### src/logic/usbio_regs.vh
// Register map, field positions and reset values for the USB-side I/O ports.
// Assumes inclusion by the port block; holds definitions only.
`ifndef USBIO_REGS_VH
`define USBIO_REGS_VH

// Register indices (spaced by one, not by four): byte address is four times these.
`define USBIO_IDX_C_OUT      16'hfe4c
`define USBIO_IDX_D_OUT      16'hfe4d
`define USBIO_IDX_C_DIR      16'hfe4e
`define USBIO_IDX_D_DIR      16'hfe4f
// Own control registers: hub power-switch pair enables and function-only select.
`define USBIO_IDX_HUB_OC     16'hfe50
`define USBIO_IDX_USB_CTRL   16'hfe51
// Standby control: bit 0 software standby, bit 1 hardware standby.
`define USBIO_IDX_STANDBY    16'hfe52

// Field positions.
`define USBIO_HUB_OC_EN_LSB  0
`define USBIO_HUB_OC_EN_MSB  3
`define USBIO_FUNCTION_ONLY_SELECT_BIT      0
`define USBIO_SW_STBY_BIT    0
`define USBIO_HW_STBY_BIT    1

// Reset values.
`define USBIO_RST_DIR        8'h00
`define USBIO_RST_OUT        8'h00
`define USBIO_RST_HUB_OC     4'h0
`define USBIO_RST_FUNCTION_ONLY_SELECT      1'b1

// Value returned for unmapped reads.
`define USBIO_UNDEF_READ     32'h0000_0000

`endif

### src/logic/usbio_pin_mux.v
// One 8-pin port output stage: selects between general I/O and a shared function.
// Assumes registered inputs from the port block; outputs are flip-flops.
`timescale 1ns/1ns
`default_nettype none

module usbio_pin_mux #(
  parameter WIDTH = 8
) (
  // Clock and reset.
  input  wire             clock,
  input  wire             rst_n,
  // Select per pin: 1 gives the pin to the shared function.
  input  wire [WIDTH-1:0] func_sel,
  // General I/O controls.
  input  wire [WIDTH-1:0] gpio_dir,
  input  wire [WIDTH-1:0] gpio_out,
  // Shared function controls.
  input  wire [WIDTH-1:0] func_oe,
  input  wire [WIDTH-1:0] func_out,
  // Pad drive.
  output reg  [WIDTH-1:0] pad_out,
  output reg  [WIDTH-1:0] pad_oe
);

  // Each pin is chosen independently; a general input is left undriven.
  genvar i;
  generate
    for (i = 0; i < WIDTH; i = i + 1)
    begin : g_pin
      always @(posedge clock or negedge rst_n)
      begin
        if (!rst_n)
        begin
          pad_out[i] <= 1'b0;
          pad_oe[i]  <= 1'b0;
        end
        else if (func_sel[i])
        begin
          pad_out[i] <= func_out[i];
          pad_oe[i]  <= func_oe[i];
        end
        else
        begin
          pad_out[i] <= gpio_out[i];
          pad_oe[i]  <= gpio_dir[i];
        end
      end
    end
  endgenerate

endmodule

`default_nettype wire

### src/logic/usbio_ports.v
// Two 8-bit general I/O ports shared with hub power switch and hub downstream data.
// Assumes an APB master at 20 MHz and synchronous pad inputs.
//
// Decided for this implementation: the APB interface to the registers.
`timescale 1ns/1ns
`default_nettype none
`include "usbio_regs.vh"

module usbio_ports (
  // Clock and reset.
  input  wire        clock,
  input  wire        rst_n,
  // APB slave.
  input  wire        psel,
  input  wire        penable,
  input  wire        pwrite,
  input  wire [31:0] paddr,
  input  wire [31:0] pwdata,
  output reg  [31:0] prdata,
  output reg         pready,
  output reg         pslverr,
  // Port C pads.
  input  wire [7:0]  port_c_in,
  output wire [7:0]  port_c_out,
  output wire [7:0]  port_c_oe,
  // Port D pads.
  input  wire [7:0]  port_d_in,
  output wire [7:0]  port_d_out,
  output wire [7:0]  port_d_oe,
  // Hub power-switch side: enables from the hub and overcurrent seen by it.
  input  wire [3:0]  hub_power_enable,
  output reg  [3:0]  overcurrent_in_n,
  // Hub downstream data from and to the USB controller.
  input  wire [7:0]  hub_data_out,
  input  wire [7:0]  hub_data_oe,
  output reg  [7:0]  hub_data_in,
  // Mode status.
  output reg         function_only_select
);

  // ----------------------------------------------------------------
  // Registers
  // ----------------------------------------------------------------
  reg  [7:0]  port_c_direction_q;
  reg  [7:0]  port_c_output_latch_q;
  reg  [7:0]  port_d_direction_q;
  reg  [7:0]  port_d_output_latch_q;
  reg  [3:0]  hub_overcurrent_control_q;
  reg  [1:0]  standby_q;
  reg  [31:0] prdata_d;
  reg         pslverr_d;
  wire        hw_standby;
  wire        wr_en;
  wire        rd_en;
  wire [15:0] reg_idx;
  wire        addr_ok;
  wire [7:0]  c_func_sel;
  wire [7:0]  c_func_out;
  wire [7:0]  c_func_oe;
  wire [7:0]  d_func_sel;

  // Decodes a byte address into its printed index when word aligned in the map.
  function [16:0] usbio_decode;
    input [31:0] addr;
    begin
      usbio_decode = {(addr[1:0] == 2'b00) && (addr[31:18] == 14'h0000), addr[17:2]};
    end
  endfunction

  assign {addr_ok, reg_idx} = usbio_decode(paddr);
  assign wr_en              = psel & penable & pwrite & pready;
  assign rd_en              = psel & penable & ~pwrite & pready;
  assign hw_standby         = standby_q[`USBIO_HW_STBY_BIT];

  // ----------------------------------------------------------------
  // APB handshake
  // ----------------------------------------------------------------

  // Ready rises in the access phase, giving one wait state per transfer.
  always @(posedge clock or negedge rst_n)
  begin
    if (!rst_n)
      pready <= 1'b0;
    else
      pready <= psel & penable & ~pready;
  end

  // ----------------------------------------------------------------
  // Port registers
  // ----------------------------------------------------------------

  // Hardware standby clears the port registers; software standby leaves them alone.
  always @(posedge clock or negedge rst_n)
  begin
    if (!rst_n)
    begin
      port_c_direction_q    <= `USBIO_RST_DIR;
      port_c_output_latch_q <= `USBIO_RST_OUT;
      port_d_direction_q    <= `USBIO_RST_DIR;
      port_d_output_latch_q <= `USBIO_RST_OUT;
    end
    else if (hw_standby)
    begin
      port_c_direction_q    <= `USBIO_RST_DIR;
      port_c_output_latch_q <= `USBIO_RST_OUT;
      port_d_direction_q    <= `USBIO_RST_DIR;
      port_d_output_latch_q <= `USBIO_RST_OUT;
    end
    else if (wr_en && addr_ok)
    begin
      case (reg_idx)
        `USBIO_IDX_C_OUT: port_c_output_latch_q <= pwdata[7:0];
        `USBIO_IDX_D_OUT: port_d_output_latch_q <= pwdata[7:0];
        `USBIO_IDX_C_DIR: port_c_direction_q    <= pwdata[7:0];
        `USBIO_IDX_D_DIR: port_d_direction_q    <= pwdata[7:0];
        default:          port_c_direction_q    <= port_c_direction_q;
      endcase
    end
  end

  // Control registers: pair enables, function-only bit and standby requests.
  always @(posedge clock or negedge rst_n)
  begin
    if (!rst_n)
    begin
      hub_overcurrent_control_q <= `USBIO_RST_HUB_OC;
      function_only_select      <= `USBIO_RST_FUNCTION_ONLY_SELECT;
      standby_q                 <= 2'b00;
    end
    else if (wr_en && addr_ok)
    begin
      case (reg_idx)
        `USBIO_IDX_HUB_OC:
          hub_overcurrent_control_q <= pwdata[`USBIO_HUB_OC_EN_MSB:`USBIO_HUB_OC_EN_LSB];
        `USBIO_IDX_USB_CTRL:
          function_only_select <= pwdata[`USBIO_FUNCTION_ONLY_SELECT_BIT];
        `USBIO_IDX_STANDBY:
          standby_q <= pwdata[1:0];
        default:
          standby_q <= standby_q;
      endcase
    end
  end

  // ----------------------------------------------------------------
  // Read path
  // ----------------------------------------------------------------

  // Shared addresses return pin levels; direction itself is never readable.
  always @*
  begin
    prdata_d  = `USBIO_UNDEF_READ;
    pslverr_d = 1'b0;
    if (!addr_ok)
      pslverr_d = 1'b1;
    else
    begin
      case (reg_idx)
        `USBIO_IDX_C_OUT:    prdata_d = {24'h000000, port_c_output_latch_q};
        `USBIO_IDX_D_OUT:    prdata_d = {24'h000000, port_d_output_latch_q};
        `USBIO_IDX_C_DIR:    prdata_d = {24'h000000, port_c_in};
        `USBIO_IDX_D_DIR:    prdata_d = {24'h000000, port_d_in};
        `USBIO_IDX_HUB_OC:   prdata_d = {28'h0000000, hub_overcurrent_control_q};
        `USBIO_IDX_USB_CTRL: prdata_d = {31'h00000000, function_only_select};
        `USBIO_IDX_STANDBY:  prdata_d = {30'h00000000, standby_q};
        default:             pslverr_d = 1'b1;
      endcase
    end
  end

  // Read data and error are registered and stand with the ready cycle.
  always @(posedge clock or negedge rst_n)
  begin
    if (!rst_n)
    begin
      prdata  <= 32'h00000000;
      pslverr <= 1'b0;
    end
    else if (psel && penable && !pready)
    begin
      prdata  <= pwrite ? 32'h00000000 : prdata_d;
      pslverr <= pslverr_d;
    end
    else
    begin
      prdata  <= 32'h00000000;
      pslverr <= 1'b0;
    end
  end

  // ----------------------------------------------------------------
  // Shared functions
  // ----------------------------------------------------------------

  // Each enabled pair takes its overcurrent input (upper) and enable output (lower).
  assign c_func_sel = {hub_overcurrent_control_q, hub_overcurrent_control_q};
  assign c_func_out = {4'h0, ~hub_power_enable};
  assign c_func_oe  = {4'h0, 4'hf};

  // Hub downstream data owns port D while function-only is cleared.
  assign d_func_sel = {8{~function_only_select}};

  // Overcurrent reports are forwarded active low; a disabled pair reads inactive.
  always @(posedge clock or negedge rst_n)
  begin
    if (!rst_n)
    begin
      overcurrent_in_n <= 4'hf;
      hub_data_in      <= 8'h00;
    end
    else
    begin
      overcurrent_in_n <= port_c_in[7:4] | ~hub_overcurrent_control_q;
      hub_data_in      <= function_only_select ? 8'h00 : port_d_in;
    end
  end

  // ----------------------------------------------------------------
  // Pad stages
  // ----------------------------------------------------------------

  // Port C: direction bit 1 drives, 0 listens, unless the pair is switched over.
  usbio_pin_mux #(
    .WIDTH (8)
  ) u_port_c (
    .clock    (clock),
    .rst_n    (rst_n),
    .func_sel (c_func_sel),
    .gpio_dir (port_c_direction_q),
    .gpio_out (port_c_output_latch_q),
    .func_oe  (c_func_oe),
    .func_out (c_func_out),
    .pad_out  (port_c_out),
    .pad_oe   (port_c_oe)
  );

  // Port D: general I/O when function-only, otherwise hub downstream data.
  usbio_pin_mux #(
    .WIDTH (8)
  ) u_port_d (
    .clock    (clock),
    .rst_n    (rst_n),
    .func_sel (d_func_sel),
    .gpio_dir (port_d_direction_q),
    .gpio_out (port_d_output_latch_q),
    .func_oe  (hub_data_oe),
    .func_out (hub_data_out),
    .pad_out  (port_d_out),
    .pad_oe   (port_d_oe)
  );

endmodule

`default_nettype wire

### config.mk
export PLATFORM = sky130hd
export DESIGN_NAME = usbio_ports
export DESIGN_NICKNAME = d
export VERILOG_FILES = /design/src/logic/usbio_pin_mux.v /design/src/logic/usbio_ports.v
export VERILOG_INCLUDE_DIRS = /design/src /design/src/logic
export SDC_FILE = /design/constraint.sdc
export NUM_CORES = 1
export LEC_CHECK = 0
export ABC_AREA = 1
export BUFFER_PORTS_ARGS = -buffer_cell sky130_fd_sc_hd__buf_4
export CAP_MARGIN = 15
export CELL_PAD_IN_SITES_DETAIL_PLACEMENT = 0
export CELL_PAD_IN_SITES_GLOBAL_PLACEMENT = 1
export CORE_ASPECT_RATIO = 2
export CORE_MARGIN = 2
export CORE_UTILIZATION = 30
export DETAILED_ROUTE_END_ITERATION = 16
export PLACE_DENSITY = 0.85
export SYNTH_ARGS = -nofsm -noshare
export SYNTH_HDL_FRONTEND = slang
export SYNTH_SLANG_ARGS = --single-unit
### constraint.sdc
create_clock -name clock -period 1.4 [get_ports clock]
set_clock_uncertainty 0.2 [all_clocks]
set_input_delay 0.14 -clock clock [delete_from_list [all_inputs] [get_ports clock]]
set_output_delay 0.14 -clock clock [all_outputs]
set_load 0.005 [all_outputs]
==> flow_metrics.env, run 1 <==
export IMPL_ys_types=23
export IMPL_drcViolationCount=0
export IMPL_insertion_delay_ns=0.34
export IMPL_ff2ff_setup_slack_ns=-0.11
export IMPL_nets=843
export IMPL_preCtsSetupSlack_ns=-0.3671
export IMPL_p_per_area_nw_per_um2=913.1
export IMPL_slew_violations=0
export IMPL_rsz0062_at_grt="yes"
export IMPL_dp_cells=828
export IMPL_cts_max_level=3
export IMPL_crit_family="simple AND/OR/NAND/NOR gates"
export IMPL_multiInputGateArea_um2=1680
export IMPL_postSynthAreaPerCell_um2=8.161
export IMPL_grt_pass1_vias=4042
export IMPL_area_growth_pct=58.73
export IMPL_syn_cell_area_um2=4154
export IMPL_core_area_um2=13510
export IMPL_worst_slew_pin_slew_ns=0.5798
export IMPL_fin_crit_sh=1.081
export IMPL_crit_slowest_cell="dfrtp_1"
export IMPL_cp_required_ns=1.48
export IMPL_rows=60
export IMPL_chipWidth_um=87.21
export IMPL_num_vias=3997
export IMPL_cap_violations=0
export IMPL_start_util=0.3074
export IMPL_route_met3_wl_um=662
export IMPL_setup_viol=39
export IMPL_met1_length_mm=4.417
export IMPL_grt_pass1_wl_mm=19.69
export IMPL_setup_ws_ns=-0.1132
export IMPL_crit_buf_inv=1
export IMPL_gp_congestion=0.9546
export IMPL_cts_tree="done"
export IMPL_n_antenna_cell=0
export IMPL_post_route_util=0.4880
export IMPL_mostFrequentLayoutCells="174 x nand2_1, 169 x buf_4, 87 x dfrtp_1"
export IMPL_avgViaCountPerCell=4.451
export IMPL_grt_max_degree=38
export IMPL_drt_pass1_iter_count=5
export IMPL_cp_arrival_ns=1.59
export IMPL_relSlewSlack=0.6120
export IMPL_totalWireLength_mm=12.81
export IMPL_fmax_ghz=0.6608
export IMPL_top_layer="met4"
export IMPL_hold_viol=0
export IMPL_stdcell_count=898
export IMPL_crit_top_cell="nand2_1"
export IMPL_port_buffers=135
export IMPL_io_pins=184
export IMPL_cts_num_sinks=93
export IMPL_ys_warn_count=0
export IMPL_n_fill_cell=1284
export IMPL_yosysSeqAreaShare=0.5617
export IMPL_cts_inserted_buffers=9
export IMPL_status="complete, but fails checks"
export IMPL_worst_path_max_fanout=7
export IMPL_startpoint_type="flip-flop"
export IMPL_clock_root_buffer="clkbuf_16"
export IMPL_first_iter_violations=166
export IMPL_crit_path_cell_trace="nand2_1 > nor2_2 > nand3_4 > nor2_4 > buf_4 > nand2_1 > nand2_1"
export IMPL_cts_path_max_buffers=2
export IMPL_cp_end_kind="flip-flop"
export IMPL_path_clk_slew_ns=0.07
export IMPL_antenna_left=0
export IMPL_holdCritPathClass="input port to asynchronous set/reset pin"
export IMPL_antenna_found_initial=0
export IMPL_grt_ovfl_total=0
export IMPL_track_usage=0.1736
export IMPL_dp_hpwl_mm=9.808
export IMPL_dieHeight_um=170.4
export IMPL_p_leak_nw=3.522
export IMPL_vdd_drop_max_v=0.0006185
export IMPL_yosys_register_bits=93
export IMPL_wl_per_cell_um=14.26
export IMPL_final_common_cell="nand2_1"
export IMPL_total_power_mw=6.021
export IMPL_dr_wl_met2_mm=7.333
export IMPL_violations="negative setup slack"
export IMPL_cpPeakStageDelay_ns=0.34
export IMPL_period_needed_ns=1.513
export IMPL_fin_hold_ws_ns=0.07468
export IMPL_critPathKind="flip-flop to flip-flop"
export IMPL_drive_above_1_share=0.3647
export IMPL_dieArea_um2=14860
export IMPL_syn_inst=509
export IMPL_register_area_um2=2335
synth_stat cells, drive strengths merged:
library cell / instances / area share
nand3: 19 / 0.029
clkinv: 1 / 0.00090
and2: 1 / 0.0015
conb: 1 / 0.00090
o21ai: 18 / 0.022
dfstp: 5 / 0.032
o22ai: 2 / 0.0030
inv: 48 / 0.043
a21oi: 3 / 0.0036
nor2: 81 / 0.085
nor3: 1 / 0.0039
dfrtp: 88 / 0.53
or2: 7 / 0.011
buf: 25 / 0.045
nand2: 204 / 0.19
clkbuf: 5 / 0.0045
final cells by class:
type	count	area share
clock buffer	9	0.03416
multi-input combinational	361	0.2548
sequential	93	0.3541
timing repair buffer	224	0.2806
clock inverter	7	0.01860
tap	155	0.02941
inverter	49	0.02827
cells by family after synthesis:
family / count (synthesis) / share of synthesized area
AOI/OAI and AO/OA: 23 / 0.02831
buffers and inverters: 79 / 0.09337
DFF: 93 / 0.5617
other: 1 / 0.0009027
and+or+nand+nor: 313 / 0.3157
repair_timing:
action                     CTS  global route
hold buffers                46             0
gates cloned                 0             1
pin swaps                   12            24
hold endpoints to repair   144             0
gates resized for setup     19            49
setup buffers                3             5
setup endpoints to repair   47            52
metal layers:
layer	vias to the layer above	global-route usage
met5	-	0
met4	0	0.08227
met3	27	0.02619
met2	140	0.3352
met1	1879	0.1739
li1	1951	-
through the flow:
step	area, µm²	TNS (ns)
after floorplan	4254	-2.571
after global placement	5550	-14.44
after detailed placement	5550	-14.85
after CTS	6427	-3.221
after global routing	6594	-6.045
final	6594	-2.963
where the power goes:
| group | internal, mW | leakage [nW] | switching [mW] |
|---|---|---|---|
| Combinational | 0.290 | 2.13 | 0.221 |
| Sequential | 2.71 | 1.23 | 0.00529 |
| Clock | 1.75 | 0.162 | 1.05 |
| Total | 4.75 | 3.52 | 1.27 |
final timing paths:
check,startpoint,end,cells past startpoint
max,pready,port_d_direction_q[1],7
min in group clock,port_c_in[0],prdata[0],7
max reg2reg,pready,port_d_direction_q[1],7
max in group asynchronous,rst_n,function_only_select,3
min reg2reg,port_c_direction_q[0],port_c_direction_q[0],2
min,rst_n,port_d_direction_q[2],2
No activity file was read; power rests on OpenSTA's default activity.
==> run 2, diff against run 1 <==
--- a/config.mk
+++ b/config.mk
@@ -16,6 +16,7 @@
 export CORE_UTILIZATION = 30
 export DETAILED_ROUTE_END_ITERATION = 16
 export PLACE_DENSITY = 0.85
+export RECOVER_POWER = 50
 export SYNTH_ARGS = -nofsm -noshare
 export SYNTH_HDL_FRONTEND = slang
 export SYNTH_SLANG_ARGS = --single-unit
==> run 2 against run 1 <==
- the run still ends with negative setup slack left
- power about the same
- flip-flop and latch count unchanged
- register-to-register slack hardly changed
- sequential share of layout area up 0.094 points
- utilization down 0.13 points
- non-clock buffer count did not move
- die area stayed put
- first-iteration DRC count increased by 11%
- final cell count unchanged
- wire length about the same
- clock power about the same
- maximum frequency increased by 0.27%
- largest power group unchanged
==> flow_metrics.env, run 2 (synthesis results as in run 1) <==
export IMPL_port_buffers=135
export IMPL_holdCritPathClass="input port to flip-flop"
export IMPL_path_clk_slew_ns=0.07
export IMPL_final_area_um2=6576
export IMPL_placed_area_um2=5550
export IMPL_cts_max_level=3
export IMPL_stdcell_count=898
export IMPL_first_iter_violations=185
export IMPL_setup_ws_ns=-0.1091
export IMPL_fin_crit_sh=1.078
export IMPL_dp_cells=828
export IMPL_io_pins=184
export IMPL_antenna_found_initial=0
export IMPL_cap_violations=0
export IMPL_antenna_left=0
export IMPL_track_usage=0.1736
export IMPL_clock_root_buffer="clkbuf_16"
export IMPL_n_antenna_cell=0
export IMPL_p_per_area_nw_per_um2=915.6
export IMPL_r2r_cells=7
export IMPL_area_growth_pct=58.31
export IMPL_hold_depth=7
export IMPL_cts_tree="done"
export IMPL_p_leak_nw=3.514
export IMPL_fin_hold_ws_ns=0.07819
export IMPL_worst_path_max_fanout=7
export IMPL_rsz0062_at_grt="yes"
export IMPL_ff2ff_setup_slack_ns=-0.11
export IMPL_vdd_drop_max_v=0.0006197
export IMPL_final_setup_tns_ns=-3.203
export IMPL_slew_violations=0
export IMPL_hold_viol=0
export IMPL_final_common_cell="nand2_1"
export IMPL_cp_end_kind="flip-flop"
export IMPL_worst_slew_pin_slew_ns=0.7194
export IMPL_drive_above_1_share=0.3607
export IMPL_cts_path_max_buffers=2
export IMPL_rows=60
export IMPL_insertion_delay_ns=0.34
export IMPL_cts_num_sinks=93
export IMPL_mostFrequentLayoutCells="174 x nand2_1, 163 x buf_4, 87 x dfrtp_1"
export IMPL_wl_per_cell_um=14.26
export IMPL_cts_inserted_buffers=9
export IMPL_dieHeight_um=170.4
export IMPL_critPathKind="flip-flop to flip-flop"
export IMPL_drt_pass1_iter_count=4
export IMPL_start_util=0.3074
export IMPL_totalWireLength_mm=12.81
export IMPL_grt_pass1_wl_mm=19.69
export IMPL_grt_ovfl_total=0
export IMPL_grt_pass1_vias=4042
export IMPL_cp_required_ns=1.49
export IMPL_gp_congestion=0.9546
export IMPL_startpoint_type="flip-flop"
export IMPL_relSlewSlack=0.5204
export IMPL_setup_viol=47
export IMPL_avgViaCountPerCell=4.471
export IMPL_nets=843
export IMPL_violations="negative setup slack"
export IMPL_chipWidth_um=87.21
export IMPL_core_area_um2=13510
export IMPL_num_vias=4015
export IMPL_dieArea_um2=14860
export IMPL_period_needed_ns=1.509
export IMPL_cp_arrival_ns=1.59
export IMPL_drcViolationCount=0
export IMPL_dp_hpwl_mm=9.808
export IMPL_fmax_ghz=0.6627
export IMPL_grt_max_degree=38
export IMPL_status="complete, but fails checks"
[run 2: changes by cell type in the layout (fill, tap and decap cells not counted)]
cell,previous run,this run
nor2_1,55,56
nor2_4,12,11
clkbuf_1,0,2
clkbuf_2,0,1
buf_4,169,163
clkbuf_4,0,3
[run 2: routing by layer]
metal	track usage	vias up	share of wire
met1	0.1739	1892	0.35
met2	0.3352	143	0.57
met4	0.08227	0	0.035
met3	0.02619	31	0.049
li1	-	1949	-
met5	0	-	0
[run 2: power breakdown]
part | internal [mW] | total (mW) | switching (mW) | leakage [nW]
clock network | 1.75 | 2.80 | 1.05 | 0.162
registers | 2.71 | 2.71 | 0.00529 | 1.23
logic | 0.288 | 0.507 | 0.220 | 2.12
[run 2: timing repair]
| action | in CTS | in global routing |
|---|---|---|
| pin swaps | 12 | 24 |
| setup endpoints to repair | 47 | 52 |
| cloned | 0 | 1 |
| buffers inserted | 3 | 5 |
| resized for setup | 19 | 49 |
| endpoints found under the hold margin | 144 | 0 |
| hold buffers | 46 | 0 |
[run 2: per-stage QoR]
step / util / power (mW) / setup WS, ns
6_report: 0.4867 / 6.021 / -0.1091
5_1_grt: 0.4867 / 6.220 / -0.1824
4_1_cts: 0.4756 / 6.041 / -0.1411
3_5_place_dp: 0.4107 / 3.152 / -0.3671
3_3_place_gp: 0.4107 / 3.145 / -0.3597
2_1_floorplan: - / 2.893 / -0.09476
[run 2: final timing paths]
check	startpoint	endpoint
setup / recovery	pready	port_d_direction_q[2]
hold reg to reg	port_c_direction_q[0]	port_c_direction_q[0]
hold / removal	port_c_in[0]	prdata[0]
max in group asynchronous	rst_n	overcurrent_in_n[2]
min in group asynchronous	rst_n	u_port_c.pad_oe[1]
setup reg to reg	pready	port_d_direction_q[2]
[run 2: area by class of cell]
cell class              instances  area (µm²)
fillers                      1288        6937
flip-flops and latches         93        2335
repair buffers                224        1841
multi-input cells             361        1673
clock buffers                   9       225.2
well taps                     155       193.9
inverters                      49       186.4
clock inverters                 7       122.6
[run 2: worst max-delay path: stages (launching register included)]
cell and delay (ns):
dfrtp_1 0.34, nand2_1 0.06, nor2_2 0.12, nand3_4 0.19, nor2_4 0.23, buf_6 0.16
nand2_2 0.05, nand2_2 0.09
